`config.mk`:
```
export PLATFORM = sky130hd
export DESIGN_NAME = mrt_motor_ramp_time_selector
export DESIGN_NICKNAME = d
export VERILOG_FILES = /design/src/rtl/mrt_pkg.sv /design/src/rtl/mrt_motor_ramp_time_selector.sv
export SDC_FILE = /design/constraint.sdc
export NUM_CORES = 2
export LEC_CHECK = 0
export ABC_AREA = 1
export BUFFER_PORTS_ARGS = -buffer_cell sky130_fd_sc_hd__buf_2
export CAP_MARGIN = 20
export CORE_ASPECT_RATIO = 0.7
export CORE_MARGIN = 8
export CORE_UTILIZATION = 35
export DETAILED_ROUTE_END_ITERATION = 12
export PLACE_DENSITY_LB_ADDON = 0.08
export SETUP_SLACK_MARGIN = 0.2
export SYNTH_ARGS = -nofsm -noshare
export SYNTH_HDL_FRONTEND = slang
export SYNTH_SLANG_ARGS = --single-unit
```
`constraint.sdc`:
```
create_clock -name sys_clk -period 26.7 [get_ports sys_clk]
set_clock_uncertainty 0.2 [all_clocks]
set_input_delay 5.34 -clock sys_clk [delete_from_list [all_inputs] [get_ports sys_clk]]
set_output_delay 5.34 -clock sys_clk [all_outputs]
set_load 0.02 [all_outputs]
```
`src/rtl/mrt_pkg.sv`:
```
// Constants, enumerations and carriers for the ramp time selector.
// Assumes one 10 MHz clock and settings held steady by the operator side.
package mrt_pkg;

  // ---------------------------------------------------------------
  // Clock and time units
  // ---------------------------------------------------------------
  localparam int CLK_PERIOD_NS  = 100;    // 10 MHz
  localparam int FINE_STEP_US   = 10000;  // 0.01 s setting step
  localparam int COARSE_STEP_US = 100000; // 0.1 s setting step
  localparam int FINE_CYC   = FINE_STEP_US * 1000 / CLK_PERIOD_NS;
  localparam int COARSE_CYC = COARSE_STEP_US * 1000 / CLK_PERIOD_NS;

  // ---------------------------------------------------------------
  // Setting limits and function codes
  // ---------------------------------------------------------------
  localparam logic [11:0] FREQ_LIMIT  = 12'hfa0; // 400.0 Hz, 0.1 Hz units
  localparam logic [7:0]  SCRV_LIMIT  = 8'hfa;   // 2.50 s, 0.01 s units
  localparam logic [6:0]  HOLD_LIMIT  = 7'h64;   // 10.0 s, 0.1 s units
  localparam logic [7:0]  FN_SEL_ONE  = 8'h07;   // Ramp select bit one
  localparam logic [7:0]  FN_SEL_TWO  = 8'h1a;   // Ramp select bit two
  localparam logic [7:0]  FN_AIN_GAIN = 8'h05;   // Analog time gain
  localparam int          GAIN_SHIFT  = 11;      // Gain code 2048 = 1.0
  localparam logic [6:0]  SCALE_FULL  = 7'h40;   // Full ramp rate
  localparam int          SCALE_SHIFT = 6;       // log2 of SCALE_FULL

  // ---------------------------------------------------------------
  // Reset values
  // ---------------------------------------------------------------
  localparam logic [11:0] OUT_RST   = 12'h000;
  localparam logic [1:0]  PAIR_RST  = 2'h0;
  localparam logic [6:0]  SCALE_RST = 7'h00;

  // Sequencer states
  typedef enum logic [1:0] {
    ST_IDLE       = 2'b00,
    ST_RAMP       = 2'b01,
    ST_HOLD_START = 2'b10,
    ST_HOLD_STOP  = 2'b11
  } mrt_state_t;

  // Ramp time table, index 0 is pair 1
  typedef struct packed {
    logic [3:0][15:0] accelTime;
    logic [3:0][15:0] decelTime;
    logic             rampTimeResolution;  // 0: 0.01 s, 1: 0.1 s
    logic [11:0]      rampSwitchFrequency; // 0.1 Hz units
  } mrt_ramp_cfg_t;

  // S-curve times, 0.01 s units
  typedef struct packed {
    logic [7:0] accStart;
    logic [7:0] accEnd;
    logic [7:0] decStart;
    logic [7:0] decEnd;
  } mrt_scurve_t;

  // Dwell settings: 0.1 Hz and 0.1 s units
  typedef struct packed {
    logic [11:0] startHoldFrequency;
    logic [6:0]  startHoldTime;
    logic [11:0] stopHoldFrequency;
    logic [6:0]  stopHoldTime;
  } mrt_hold_cfg_t;

  // Registered status toward the output stage
  typedef struct packed {
    mrt_state_t state;
    logic [1:0] activePair;   // 0..3 for pairs 1..4
    logic       accelerating;
    logic       holding;
    logic       autoSelect;
  } mrt_status_t;

endpackage : mrt_pkg
```
`src/rtl/mrt_motor_ramp_time_selector.sv`:
```
// Ramp time selection, S-curve shaping and dwell sequencing.
// Assumes pins are asynchronous and settings come from sys_clk logic.
`timescale 1ns/1ps
`default_nettype none

// Functional notes
// - Four accel and four decel times, one pair
// - Function 7 is bit one, 1A bit two
// - Select changes take effect while running
// - Bits map off/off..on/on to pairs 1..4
// - Auto: output at or above threshold uses pair 1
// - Auto: output below threshold uses pair 4
// - Zero threshold disables automatic switching
// - Analog function 5 scales acceleration time
// - Four S-curve times at ramp corners
// - Accel total is time plus half S-sum
// - Decel total is time plus half S-sum
// - Hold start frequency for start time
// - Terminal select outranks automatic switching
// - Resolution code picks 0.01 or 0.1 s
// - S-curve times limited to 2.50 s
module mrt_motor_ramp_time_selector
  import mrt_pkg::*;
#(
  parameter int          NUM_TERM        = 8,
  parameter int unsigned FINE_UNIT_CYC   = FINE_CYC,
  parameter int unsigned COARSE_UNIT_CYC = COARSE_CYC
) (
  // Clock and reset
  input  wire logic                     sys_clk,
  input  wire logic                     rst,
  // Terminal pins, asynchronous
  input  wire logic                     runCmdPin,
  input  wire logic [NUM_TERM-1:0]      terminalPin,
  input  wire logic [11:0]              analogInputTwo,
  input  wire logic [11:0]              analogInputThree,
  // Operator settings
  input  wire logic [NUM_TERM-1:0][7:0] digitalInputFunctionSelect,
  input  wire logic [7:0]               analogInTwoFunction,
  input  wire logic [7:0]               analogInThreeFunction,
  input  wire mrt_ramp_cfg_t            rampCfg,
  input  wire mrt_scurve_t              scurveCfg,
  input  wire mrt_hold_cfg_t            holdCfg,
  input  wire logic [11:0]              maxFrequency,
  input  wire logic [11:0]              freqReference,
  // Toward the output stage
  output logic [11:0]                   outFrequency,
  output mrt_status_t                   status
);

  // ---------------------------------------------------------------
  // Parameter checks
  // ---------------------------------------------------------------
  generate
    if (NUM_TERM < 1 || NUM_TERM > 16 || FINE_UNIT_CYC < 1 ||
        COARSE_UNIT_CYC < 1 || FINE_UNIT_CYC > 32'h00ffffff ||
        COARSE_UNIT_CYC > 32'h00ffffff) begin : g_bad_param
      $error("mrt: parameter out of range");
    end
  endgenerate

  localparam logic [23:0] FINE_U   = 24'(FINE_UNIT_CYC);
  localparam logic [23:0] COARSE_U = 24'(COARSE_UNIT_CYC);
  localparam int          SW       = NUM_TERM + 25; // Synchroniser width

  // ---------------------------------------------------------------
  // Pin synchronisers
  // ---------------------------------------------------------------
  logic [SW-1:0] syncA_reg;  // First stage, read only by syncB_reg
  logic [SW-1:0] syncB_reg;  // Second stage

  // Two flops; analog codes assumed slow next to the clock
  always_ff @(posedge sys_clk) begin
    if (rst) begin
      syncA_reg <= '0;
      syncB_reg <= '0;
    end else begin
      syncA_reg <= {runCmdPin, terminalPin, analogInputTwo,
                    analogInputThree};
      syncB_reg <= syncA_reg;
    end
  end

  logic                runCmd;   // Run command, synced
  logic [NUM_TERM-1:0] termLvl;  // Terminal levels, synced
  logic [11:0]         ainTwo;   // Analog input two code
  logic [11:0]         ainThree; // Analog input three code
  assign runCmd   = syncB_reg[SW-1];
  assign termLvl  = syncB_reg[SW-2:24];
  assign ainTwo   = syncB_reg[23:12];
  assign ainThree = syncB_reg[11:0];

  // ---------------------------------------------------------------
  // Terminal function decode
  // ---------------------------------------------------------------
  // Returns {assigned, active} for one function code
  function automatic logic [1:0] termFn(
    input logic [NUM_TERM-1:0]      lvl,
    input logic [NUM_TERM-1:0][7:0] fn,
    input logic [7:0]               code
  );
    logic [1:0] r;
    r = 2'b00;
    for (int i = 0; i < NUM_TERM; i++) begin
      if (fn[i] == code) begin
        r[1] = 1'b1;
        r[0] = r[0] | lvl[i];
      end
    end
    return r;
  endfunction : termFn

  logic [1:0] selOne;       // Select bit one {assigned, on}
  logic [1:0] selTwo;       // Select bit two {assigned, on}
  logic       termAssigned; // Any select function present
  logic       autoOn;       // Automatic switching enabled
  logic [1:0] pairSel;      // Active pair, 0..3
  logic [11:0] out_reg;     // Output frequency

  assign selOne = termFn(termLvl, digitalInputFunctionSelect,
                         FN_SEL_ONE);
  assign selTwo = termFn(termLvl, digitalInputFunctionSelect,
                         FN_SEL_TWO);
  assign termAssigned = selOne[1] | selTwo[1];
  assign autoOn = (rampCfg.rampSwitchFrequency != 12'h000);

  // Pair choice, recomputed every cycle even while running
  always_comb begin
    if (termAssigned) begin
      pairSel = {selTwo[0], selOne[0]};
    end else if (autoOn) begin
      if (out_reg >= rampCfg.rampSwitchFrequency) begin
        pairSel = 2'h0;
      end else begin
        pairSel = 2'h3;
      end
    end else begin
      pairSel = PAIR_RST;
    end
  end

  // ---------------------------------------------------------------
  // Ramp time and S-curve arithmetic
  // ---------------------------------------------------------------
  logic        gainOn;     // Analog gain function selected
  logic [11:0] gainCode;   // Gain code, 2048 = 1.0
  logic [27:0] gainProd;   // Accel time times gain
  logic [16:0] accelEff;   // Effective accel time
  logic [16:0] rampTime;   // Time for current direction
  logic [23:0] unitCyc;    // Cycles per time step
  logic [43:0] tCyc;       // Full-range ramp in cycles
  logic [11:0] target;     // Frequency being ramped to
  logic        dirUp;      // Accelerating
  logic [11:0] remaining;  // Distance to target
  logic [7:0]  sStart;     // Clamped start corner time
  logic [7:0]  sEnd;       // Clamped end corner time
  logic [31:0] sStartCyc;  // Start corner in cycles
  logic [31:0] sEndCyc;    // End corner in cycles
  logic        endRegion;  // Rate must start falling
  logic [6:0]  scale_reg;  // Rate scale, SCALE_FULL is linear

  assign gainOn   = (analogInTwoFunction == FN_AIN_GAIN) ||
                    (analogInThreeFunction == FN_AIN_GAIN);
  assign gainCode = (analogInTwoFunction == FN_AIN_GAIN) ? ainTwo
                                                         : ainThree;
  assign gainProd = 28'(rampCfg.accelTime[pairSel]) * 28'(gainCode);
  assign accelEff = gainOn ? gainProd[GAIN_SHIFT+16:GAIN_SHIFT]
                           : {1'b0, rampCfg.accelTime[pairSel]};
  assign target   = !runCmd ? 12'h000 :
                    (freqReference > maxFrequency) ? maxFrequency
                                                   : freqReference;
  assign dirUp    = target > out_reg;
  assign remaining = dirUp ? 12'(target - out_reg)
                           : 12'(out_reg - target);
  assign rampTime = dirUp ? accelEff
                          : {1'b0, rampCfg.decelTime[pairSel]};
  assign unitCyc  = rampCfg.rampTimeResolution ? COARSE_U : FINE_U;
  assign tCyc     = 44'(rampTime) * 44'(unitCyc);

  // Corner times clamp at the top of their range
  always_comb begin
    sStart = dirUp ? scurveCfg.accStart : scurveCfg.decStart;
    sEnd   = dirUp ? scurveCfg.accEnd   : scurveCfg.decEnd;
    if (sStart > SCRV_LIMIT) sStart = SCRV_LIMIT;
    if (sEnd > SCRV_LIMIT) sEnd = SCRV_LIMIT;
  end
  assign sStartCyc = 32'(sStart) * 32'(FINE_U);
  assign sEndCyc   = 32'(sEnd) * 32'(FINE_U);

  // Rate falls linearly over sEnd: covered distance is s*s*sEnd
  // over 2*FULL^2*tCyc; linear corners add half of each time
  assign endRegion =
    ((72'(remaining) * 72'(tCyc)) << (2 * SCALE_SHIFT + 1)) <=
    (72'(maxFrequency) * 72'(scale_reg) * 72'(scale_reg) *
     72'(sEndCyc));

  // ---------------------------------------------------------------
  // Sequencer and ramp generator
  // ---------------------------------------------------------------
  mrt_state_t  state_reg, state_next;   // Sequencer state
  logic [11:0] out_next;
  logic [51:0] acc_reg, acc_next;       // Rate accumulator
  logic [6:0]  scale_next;
  logic [31:0] sCnt_reg, sCnt_next;     // Scale step timer
  logic [31:0] hold_reg, hold_next;     // Dwell timer
  logic        startDone_reg, startDone_next; // Start dwell used
  logic        stopDone_reg, stopDone_next;   // Stop dwell used
  logic        upLast_reg, upLast_next;       // Last ramp direction
  logic [51:0] accSum;     // Accumulator after this cycle
  logic [51:0] thr;        // One step worth of accumulator
  logic [31:0] sPeriod;    // Cycles per scale step
  logic [31:0] startHoldCyc;
  logic [31:0] stopHoldCyc;
  logic [6:0]  startT;     // Clamped dwell times
  logic [6:0]  stopT;
  logic        startHit;   // Reached start dwell point
  logic        stopHit;    // Reached stop dwell point

  assign startT = (holdCfg.startHoldTime > HOLD_LIMIT) ? HOLD_LIMIT
                                                       : holdCfg.startHoldTime;
  assign stopT  = (holdCfg.stopHoldTime > HOLD_LIMIT) ? HOLD_LIMIT
                                                      : holdCfg.stopHoldTime;
  assign startHoldCyc = 32'(startT) * 32'(COARSE_U);
  assign stopHoldCyc  = 32'(stopT) * 32'(COARSE_U);
  assign thr     = {2'b00, tCyc, 6'b000000};
  assign accSum  = acc_reg + 52'(maxFrequency) * 52'(scale_reg);
  assign sPeriod = (endRegion ? sEndCyc : sStartCyc) >> SCALE_SHIFT;
  assign startHit = !startDone_reg && runCmd && dirUp &&
                    (startT != 7'h00) &&
                    (out_reg >= holdCfg.startHoldFrequency);
  // Stop dwell only exists on a ramped stop
  assign stopHit  = !stopDone_reg && !runCmd && !dirUp &&
                    (stopT != 7'h00) &&
                    (out_reg <= holdCfg.stopHoldFrequency);

  // Next-state logic for sequencer and ramp
  always_comb begin
    state_next     = state_reg;
    out_next       = out_reg;
    acc_next       = acc_reg;
    scale_next     = scale_reg;
    sCnt_next      = sCnt_reg;
    hold_next      = hold_reg;
    startDone_next = startDone_reg;
    stopDone_next  = stopDone_reg;
    upLast_next    = upLast_reg;
    case (state_reg)
      ST_IDLE: begin
        // Stopped: output, rate accumulator and scale parked
        out_next       = OUT_RST;
        acc_next       = '0;
        scale_next     = SCALE_RST;
        startDone_next = 1'b0;
        stopDone_next  = 1'b0;
        if (runCmd) state_next = ST_RAMP;
      end
      ST_RAMP: begin
        if (runCmd) stopDone_next = 1'b0;
        if (startHit) begin
          state_next     = ST_HOLD_START;
          hold_next      = '0;
          startDone_next = 1'b1;
        end else if (stopHit) begin
          state_next    = ST_HOLD_STOP;
          hold_next     = '0;
          stopDone_next = 1'b1;
        end else if (!runCmd && out_reg == 12'h000) begin
          state_next = ST_IDLE;
        end else if (remaining == 12'h000) begin
          // At target: rate rests at zero
          acc_next   = '0;
          scale_next = SCALE_RST;
          sCnt_next  = '0;
        end else if (tCyc == 44'h0) begin
          out_next = target; // Zero time jumps straight there
        end else if (dirUp != upLast_reg) begin
          // Reversal restarts the start corner
          upLast_next = dirUp;
          acc_next    = '0;
          scale_next  = SCALE_RST;
          sCnt_next   = '0;
        end else begin
          sCnt_next = sCnt_reg + 32'h1;
          if (sCnt_reg >= sPeriod) begin
            sCnt_next = '0;
            if (endRegion) begin
              // Floor of one so the ramp always lands
              if (scale_reg > 7'h01) scale_next = scale_reg - 7'h01;
            end else if (sPeriod == 32'h0) begin
              scale_next = SCALE_FULL; // No start corner
            end else if (scale_reg < SCALE_FULL) begin
              scale_next = scale_reg + 7'h01;
            end
          end
          // One step per cycle at most; limits tiny ramp times
          if (accSum >= thr) begin
            acc_next = accSum - thr;
            out_next = dirUp ? out_reg + 12'h001 : out_reg - 12'h001;
          end else begin
            acc_next = accSum;
          end
        end
      end
      ST_HOLD_START: begin
        // Output frozen for the start dwell
        hold_next = hold_reg + 32'h1;
        if (hold_reg + 32'h1 >= startHoldCyc) state_next = ST_RAMP;
      end
      ST_HOLD_STOP: begin
        // Output frozen for the stop dwell; a new run resumes
        hold_next = hold_reg + 32'h1;
        if (runCmd || hold_reg + 32'h1 >= stopHoldCyc) begin
          state_next = ST_RAMP;
        end
      end
      default: state_next = ST_IDLE;
    endcase
  end

  mrt_status_t status_next;  // Status before its flop
  mrt_status_t status_reg;

  always_comb begin
    status_next.state        = state_next;
    status_next.activePair   = pairSel;
    status_next.accelerating = (state_reg == ST_RAMP) && dirUp;
    status_next.holding      = state_next[1];
    status_next.autoSelect   = !termAssigned && autoOn;
  end

  // Registers only
  always_ff @(posedge sys_clk) begin
    if (rst) begin
      state_reg     <= ST_IDLE;
      out_reg       <= OUT_RST;
      acc_reg       <= '0;
      scale_reg     <= SCALE_RST;
      sCnt_reg      <= '0;
      hold_reg      <= '0;
      startDone_reg <= 1'b0;
      stopDone_reg  <= 1'b0;
      upLast_reg    <= 1'b1;
      status_reg    <= '0;
    end else begin
      state_reg     <= state_next;
      out_reg       <= out_next;
      acc_reg       <= acc_next;
      scale_reg     <= scale_next;
      sCnt_reg      <= sCnt_next;
      hold_reg      <= hold_next;
      startDone_reg <= startDone_next;
      stopDone_reg  <= stopDone_next;
      upLast_reg    <= upLast_next;
      status_reg    <= status_next;
    end
  end

  assign outFrequency = out_reg;
  assign status       = status_reg;
endmodule : mrt_motor_ramp_time_selector

`default_nettype wire

```
## Word level (Yosys, flattened, before mapping)

Cells that the tools add are included.

| storage, ports and cells | value |
|---|---|
| memory bits (writable) | 0 |
| latch bits | 0 |
| memories | 0 |
| ROM bits | 0 |
| logic and storage cells | 235 |
| bits of input ports | 350 |
| bits in registers | 210 |

| operators by class | value |
|---|---|
| $mul | 11 |
| shifts and indexed selects | 0 |
| reductions and logical operators | 37 |
| equal/unequal tests | 39 |
| bitwise gates (word level) | 20 |
| $add $sub $neg | 10 |
| multiplexer cells | 86 |
| divide/modulo/power cells | 0 |
| order comparisons | 17 |

Operators with widths:

| cell | count |
|---|---|
| two-way mux 52 bit | 7 |
| two-way mux 32 bit | 6 |
| two-way mux 12 bit | 12 |
| case mux 52 bit (2 select lines) | 1 |
| two-way mux 7 bit | 13 |
| equality test 8 x 3 -> 1 bit, second input constant | 10 |
| adder 32 x 1 -> 32 bit, second input constant | 2 |
| binary-select mux 16 bit (select 2 bit) | 2 |
| equality test 8 x 5 -> 1 bit, second input constant | 8 |
| >= comparator 32 x 27 -> 1 bit | 2 |
| case mux 32 bit (2 select lines) | 1 |
| less-or-equal comparator 62 x 51 -> 1 bit | 1 |
| adder 52 x 19 -> 52 bit | 1 |
| >= comparator 52 x 43 -> 1 bit | 1 |
| subtractor 52 x 43 -> 52 bit | 1 |
| two-way mux 2 bit | 25 |
| multiplier 12 x 37 -> 49 bit | 1 |
| multiplier 26 x 20 -> 46 bit | 1 |
| logical NOT 44 bit | 1 |
| multiplier 7 x 14 -> 21 bit, second input constant | 2 |
| multiplier 8 x 12 -> 20 bit, second input constant | 2 |
| multiplier 12 x 7 -> 19 bit | 2 |
| multiplier 17 x 20 -> 37 bit | 1 |
| two-way mux 17 bit | 2 |
| other kinds (50) | 115 |

## Logic depth before layout (Yosys ltp)

| logic depth | value |
|---|---|
| word-level depth | 38 |
| mapped depth | 126 |
| depth with buffers taken out | 120 |

## Worst setup path after synthesis

No wires, ideal clock.

| path | value |
|---|---|
| path type | input to register |
| start | in rampCfg[7] (netlist name) |
| end | reg scale_reg[6] |
| arrival time | 23.824 ns |
| stages on the path | 98 |
| setup slack | 2.564 ns |
| setup time | 0.113 ns |
| cells stage by stage | inv_1 ha_1 nand2_1 nor2_1 and2_1 nand2_1 nand4_1 nor2_1 nand2_2 nand2_4 clkbuf_1 buf_1 nand2_1 nand3_1 nand2_1 inv_1 clkbuf_1 nand2_1 [... 62 more ...] inv_1 ha_1 nand2_1 o21ai_0 a21oi_1 o211ai_1 a21oi_1 nor2_1 a211oi_1 o21ai_1 inv_1 a21oi_1 nor2_1 a21oi_2 nand3_2 buf_6 nor2_1 nor2_1 |

| between the ends | value |
|---|---|
| word-level cells in the longest chain between the ends | 24 |
| elaborated cells between the ends (all ways) | 34 |

RTL lines:

| element | line | text |
|---|---|---|
| start, declared | mrt_motor_ramp_time_selector.sv:41 | `input wire mrt_ramp_cfg_t rampCfg,` |
| >= comparator 12 bit | mrt_motor_ramp_time_selector.sv:132 | `if (out_reg >= rampCfg.rampSwitchFrequency) begin` |
| two-way mux 2 bit | mrt_motor_ramp_time_selector.sv:132 |  |
| two-way mux 2 bit * | mrt_motor_ramp_time_selector.sv:131 | `end else if (autoOn) begin` |
| two-way mux 2 bit * | mrt_motor_ramp_time_selector.sv:129 | `if (termAssigned) begin` |
| binary-select mux 16 bit (select 2 bit) | mrt_motor_ramp_time_selector.sv:166, mrt_motor_ramp_time_selector.sv:168 |  |
| two-way mux 16 bit (not written as such) | mrt_motor_ramp_time_selector.sv:166, mrt_motor_ramp_time_selector.sv:168 |  |
| multiplier 16 x 12 -> 28 bit | mrt_motor_ramp_time_selector.sv:166 | `assign gainProd = 28'(rampCfg.accelTime[pairSel]) * 28'(gainCode);` |
| two-way mux 17 bit | mrt_motor_ramp_time_selector.sv:167 | `assign accelEff = gainOn ? gainProd[GAIN_SHIFT+16:GAIN_SHIFT]` |
| [... 8 more ...] | -- |  |
| two-way mux 7 bit | mrt_motor_ramp_time_selector.sv:284 | `if (sCnt_reg >= sPeriod) begin` |
| two-way mux 7 bit | mrt_motor_ramp_time_selector.sv:276 | `end else if (dirUp != upLast_reg) begin` |
| two-way mux 7 bit | mrt_motor_ramp_time_selector.sv:274 | `end else if (tCyc == 44'h0) begin` |
| two-way mux 7 bit | mrt_motor_ramp_time_selector.sv:269 | `end else if (remaining == 12'h000) begin` |
| two-way mux 7 bit | mrt_motor_ramp_time_selector.sv:267 | `end else if (!runCmd && out_reg == 12'h000) begin` |
| two-way mux 7 bit | mrt_motor_ramp_time_selector.sv:263 | `end else if (stopHit) begin` |
| two-way mux 7 bit | mrt_motor_ramp_time_selector.sv:259 | `if (startHit) begin` |
| case mux 7 bit (2 select lines) | mrt_motor_ramp_time_selector.sv:247 | `case (state_reg)` |
| end signal, assigned | mrt_motor_ramp_time_selector.sv:348 | `scale_reg <= scale_next;` |
| end, declared | mrt_motor_ramp_time_selector.sv:160 | `logic [6:0] scale_reg;` |

Mark *: on every way between the ends. The rest lies on a longest branch, timed or not. The select of a mux whose other input is x is not followed.
A chain may end at the register's enable or synchronous reset.

## Final worst setup path

| path | value |
|---|---|
| start | in rampCfg[7] (netlist name) |
| end | reg scale_reg[0] |

Same word-level chain as after synthesis.

==> impl_metrics.ini <==
[logic_synthesis]
yosysSeqAreaShare_pct = 5.55
syn_inst = 10500
netlist.area_leader.share_pct = 31.8
syn-cell-area_um2 = 75800
synth.ff_latch_count = 210
synth_area_per_cell_um2 = 7.24
synth_async_sr_flop_share_pct = 0
synth_edf_count = 0
synth_top_cell_by_area = fa_1
yosysWarnings = 0
netlist_top_cells_area = fa_1 32%, ha_1 16%, nand2_1 12%, inv_1 12%, dfxtp_1 5.5%
yosysUniqueCellTypes = 74
ys.flop_type = dfxtp_1

[floorplan]
die_area_um2 = 232000
core_area_um2 = 216000
io_pins = 369
chipWidth_um = 572
die_y_um = 405
num_rows = 143
initial_utilization_pct = 35.1

[drt]
drt_wl_total_um = 279000
drtPass1Iterations = 7
first_iter_violations = 5634
drc = 0
num_vias = 68300
wl_per_cell_um = 20.3
drtAntennaViolNets = 0
via_per_inst = 4.97

[timing]
finalCriticalPeriod_ns = 25.34
fmax_mhz = 39.5
timing_max_transition_violations_final = 0
rsz0062_at_grt = false
max-slew-margin-rel_pct = 23.8
hold_viol = 0
period_share_pct = 94.9
worstMarginPinSlew_ns = 1.14
setup_viol_count_final = 0

[cts]
cts-root-buf = clkbuf_16
cts-buffers-inserted = 27
cts.sinks = 210
htree_levels = 1
clk_path_buf_depth = 3
clock_latency_ns = 0.63
cts.clk_slew.worst_paths_ns = 0.07
cts_tree = yes
cts_hold_buf = 0

[worst_setup_path]
crit_top_cell = nand2_1
critical_path_class = in -> reg
end_kind = register
crit_required_ns = 27.05
max_stage_delay_ns = 0.58
slowest_stage = fa_1
critical_path_peak_fanout = 36
worstPathArrival_ns = 25.70
startpoint_type = input port

[placed_design]
gp_congestion = 0.952
dpl.hpwl_um = 241000
io_buffers = 368

[grt]
grt_start_max_net_pins = 78
grtUsageTotal_pct = 24.0
grt_pass1_wl_um = 431000
first_global_vias = 68900
overflow = 0
antenna_found_initial = 19

[final_layout]
largest_reg_flops = 52
drive_gt1_share_pct = 7.52
layout-area-overhead-vs-synth_pct = 9.63
fill_cells = 23200
fin_util_pct = 38.4
fin_nets = 13400

[status]
outcome = finished clean

[worst_hold_path]
hold_path_class = reg -> reg

[flow_run]
cap_violations = 0
==> cell usage in the layout, fill, tap and decap left out, types with 39 or more instances in the layout <==
master    netlist  final
nand2_1      2425   2423
inv_1        2327   2319
fa_1         1203   1203
nor2_1       1054   1044
ha_1          994    993
a21oi_1       485    484
buf_2          23    367
nand3_1       321    321
o21ai_0       241    238
buf_4           5    226
dfxtp_1       210    210
xor2_1        208    200
nor3_1         98     98
xnor2_1        95     95
nand4_1        85     85
nor4_1         42     42
or2_2          40     40
o21bai_1       39     39
==> critical path, delay by kind of cell <==
kind	cells	cell delay [ns]
buf+inv	19	1.83
xor+xnor	1	0.39
fa+ha+maj	21	9.20
compound gates	19	2.95
simple gates	47	5.88
==> final timing paths <==
path                                              startpoint                   endpoint  slack [ns]  cells past startpoint
worst max-delay path                              rampCfg[7]  scale_reg[0]$_SDFFE_PP0P_        1.36                    107
worst min-delay path                syncA_reg[12]$_SDFF_PP0_   syncB_reg[12]$_SDFF_PP0_        0.20                      2
worst max register to register  outFrequency[0]$_SDFFE_PP0P_  scale_reg[0]$_SDFFE_PP0P_        5.40                    105
worst min register to register      syncA_reg[12]$_SDFF_PP0_   syncB_reg[12]$_SDFF_PP0_        0.20                      2
==> layout make-up <==
cell class / count / area (um2) / area share (%)
Multi-Input combinational cell: 7615 / 61700 / 74.3
Inverter: 2359 / 8880 / 10.7
Sequential cell: 210 / 4200 / 5.06
Timing Repair Buffer: 601 / 3670 / 4.41
Tap cell: 2900 / 3630 / 4.37
Clock buffer: 33 / 738 / 0.888
Clock inverter: 17 / 215 / 0.259
Antenna cell: 8 / 20.0 / 0.0241
==> cell usage after synthesis (5+ instances only) <==
library cell  instances
a211oi_1             12
a21boi_0             13
a21o_1               20
a21oi_1             485
a21oi_2               7
a221oi_1              6
a31oi_1              30
and2_1               10
buf_1                18
buf_2                23
buf_4                 5
buf_6                10
clkbuf_1            236
clkinv_1             18
dfxtp_1             210
fa_1               1203
ha_1                994
inv_1              2327
inv_2                14
nand2_1            2425
nand2_2              17
nand2_4               5
nand3_1             321
nand3_2               5
nand3b_1             17
nand4_1              85
nor2_1             1054
nor2_2                5
nor3_1               98
nor4_1               42
o211a_1               6
o211ai_1             22
o21a_1               10
o21ai_0             241
o21ai_1              15
o21ai_2               7
o21bai_1             39
o31ai_1               6
or2_2                40
xnor2_1              95
xor2_1              208
xor2_2                6
==> timing repair <==
| item | CTS | global route |
|---|---|---|
| resized for setup | 0 | 47 |
| setup endpoints to repair | 0 | 27 |
| buffers inserted | 0 | 12 |
| hold endpoints to repair | 0 | 0 |
==> logic make-up after synthesis <==
logic type | Yosys count | synth area share [%]
compound gates | 948 | 7.04
xor+xnor | 309 | 3.63
fa+ha+maj | 2197 | 48.2
buf+inv | 2652 | 13.3
flops | 210 | 5.55
mux | 4 | 0.0545
other cells | 2 | 0.00991
simple gates | 4147 | 22.2
==> per-layer routing <==
layer	track usage, %	wire, um	vias up
li1	-	-	32400
met1	39.3	146000	33600
met2	32.6	105000	2119
met3	5.19	25000	174
met4	2.10	2990	8
met5	0	55	-
==> through the flow <==
step	cell area [um2]	hold slack (ns)	std cells	setup slack (ns)	setup TNS [ns]
2_1_floorplan	75800	0.188	10500	2.56	0
3_3_place_gp	81800	0.190	13700	-0.181	-1.23
3_5_place_dp	81800	0.192	13700	-0.121	-0.847
4_1_cts	82800	0.202	13700	0.462	0
5_1_grt	83100	0.214	13700	0.185	0
6_report	83100	0.201	13700	1.36	0
Power is not shown: default switching activity piles up to over one toggle a cycle in this logic, so the estimate is an artifact.
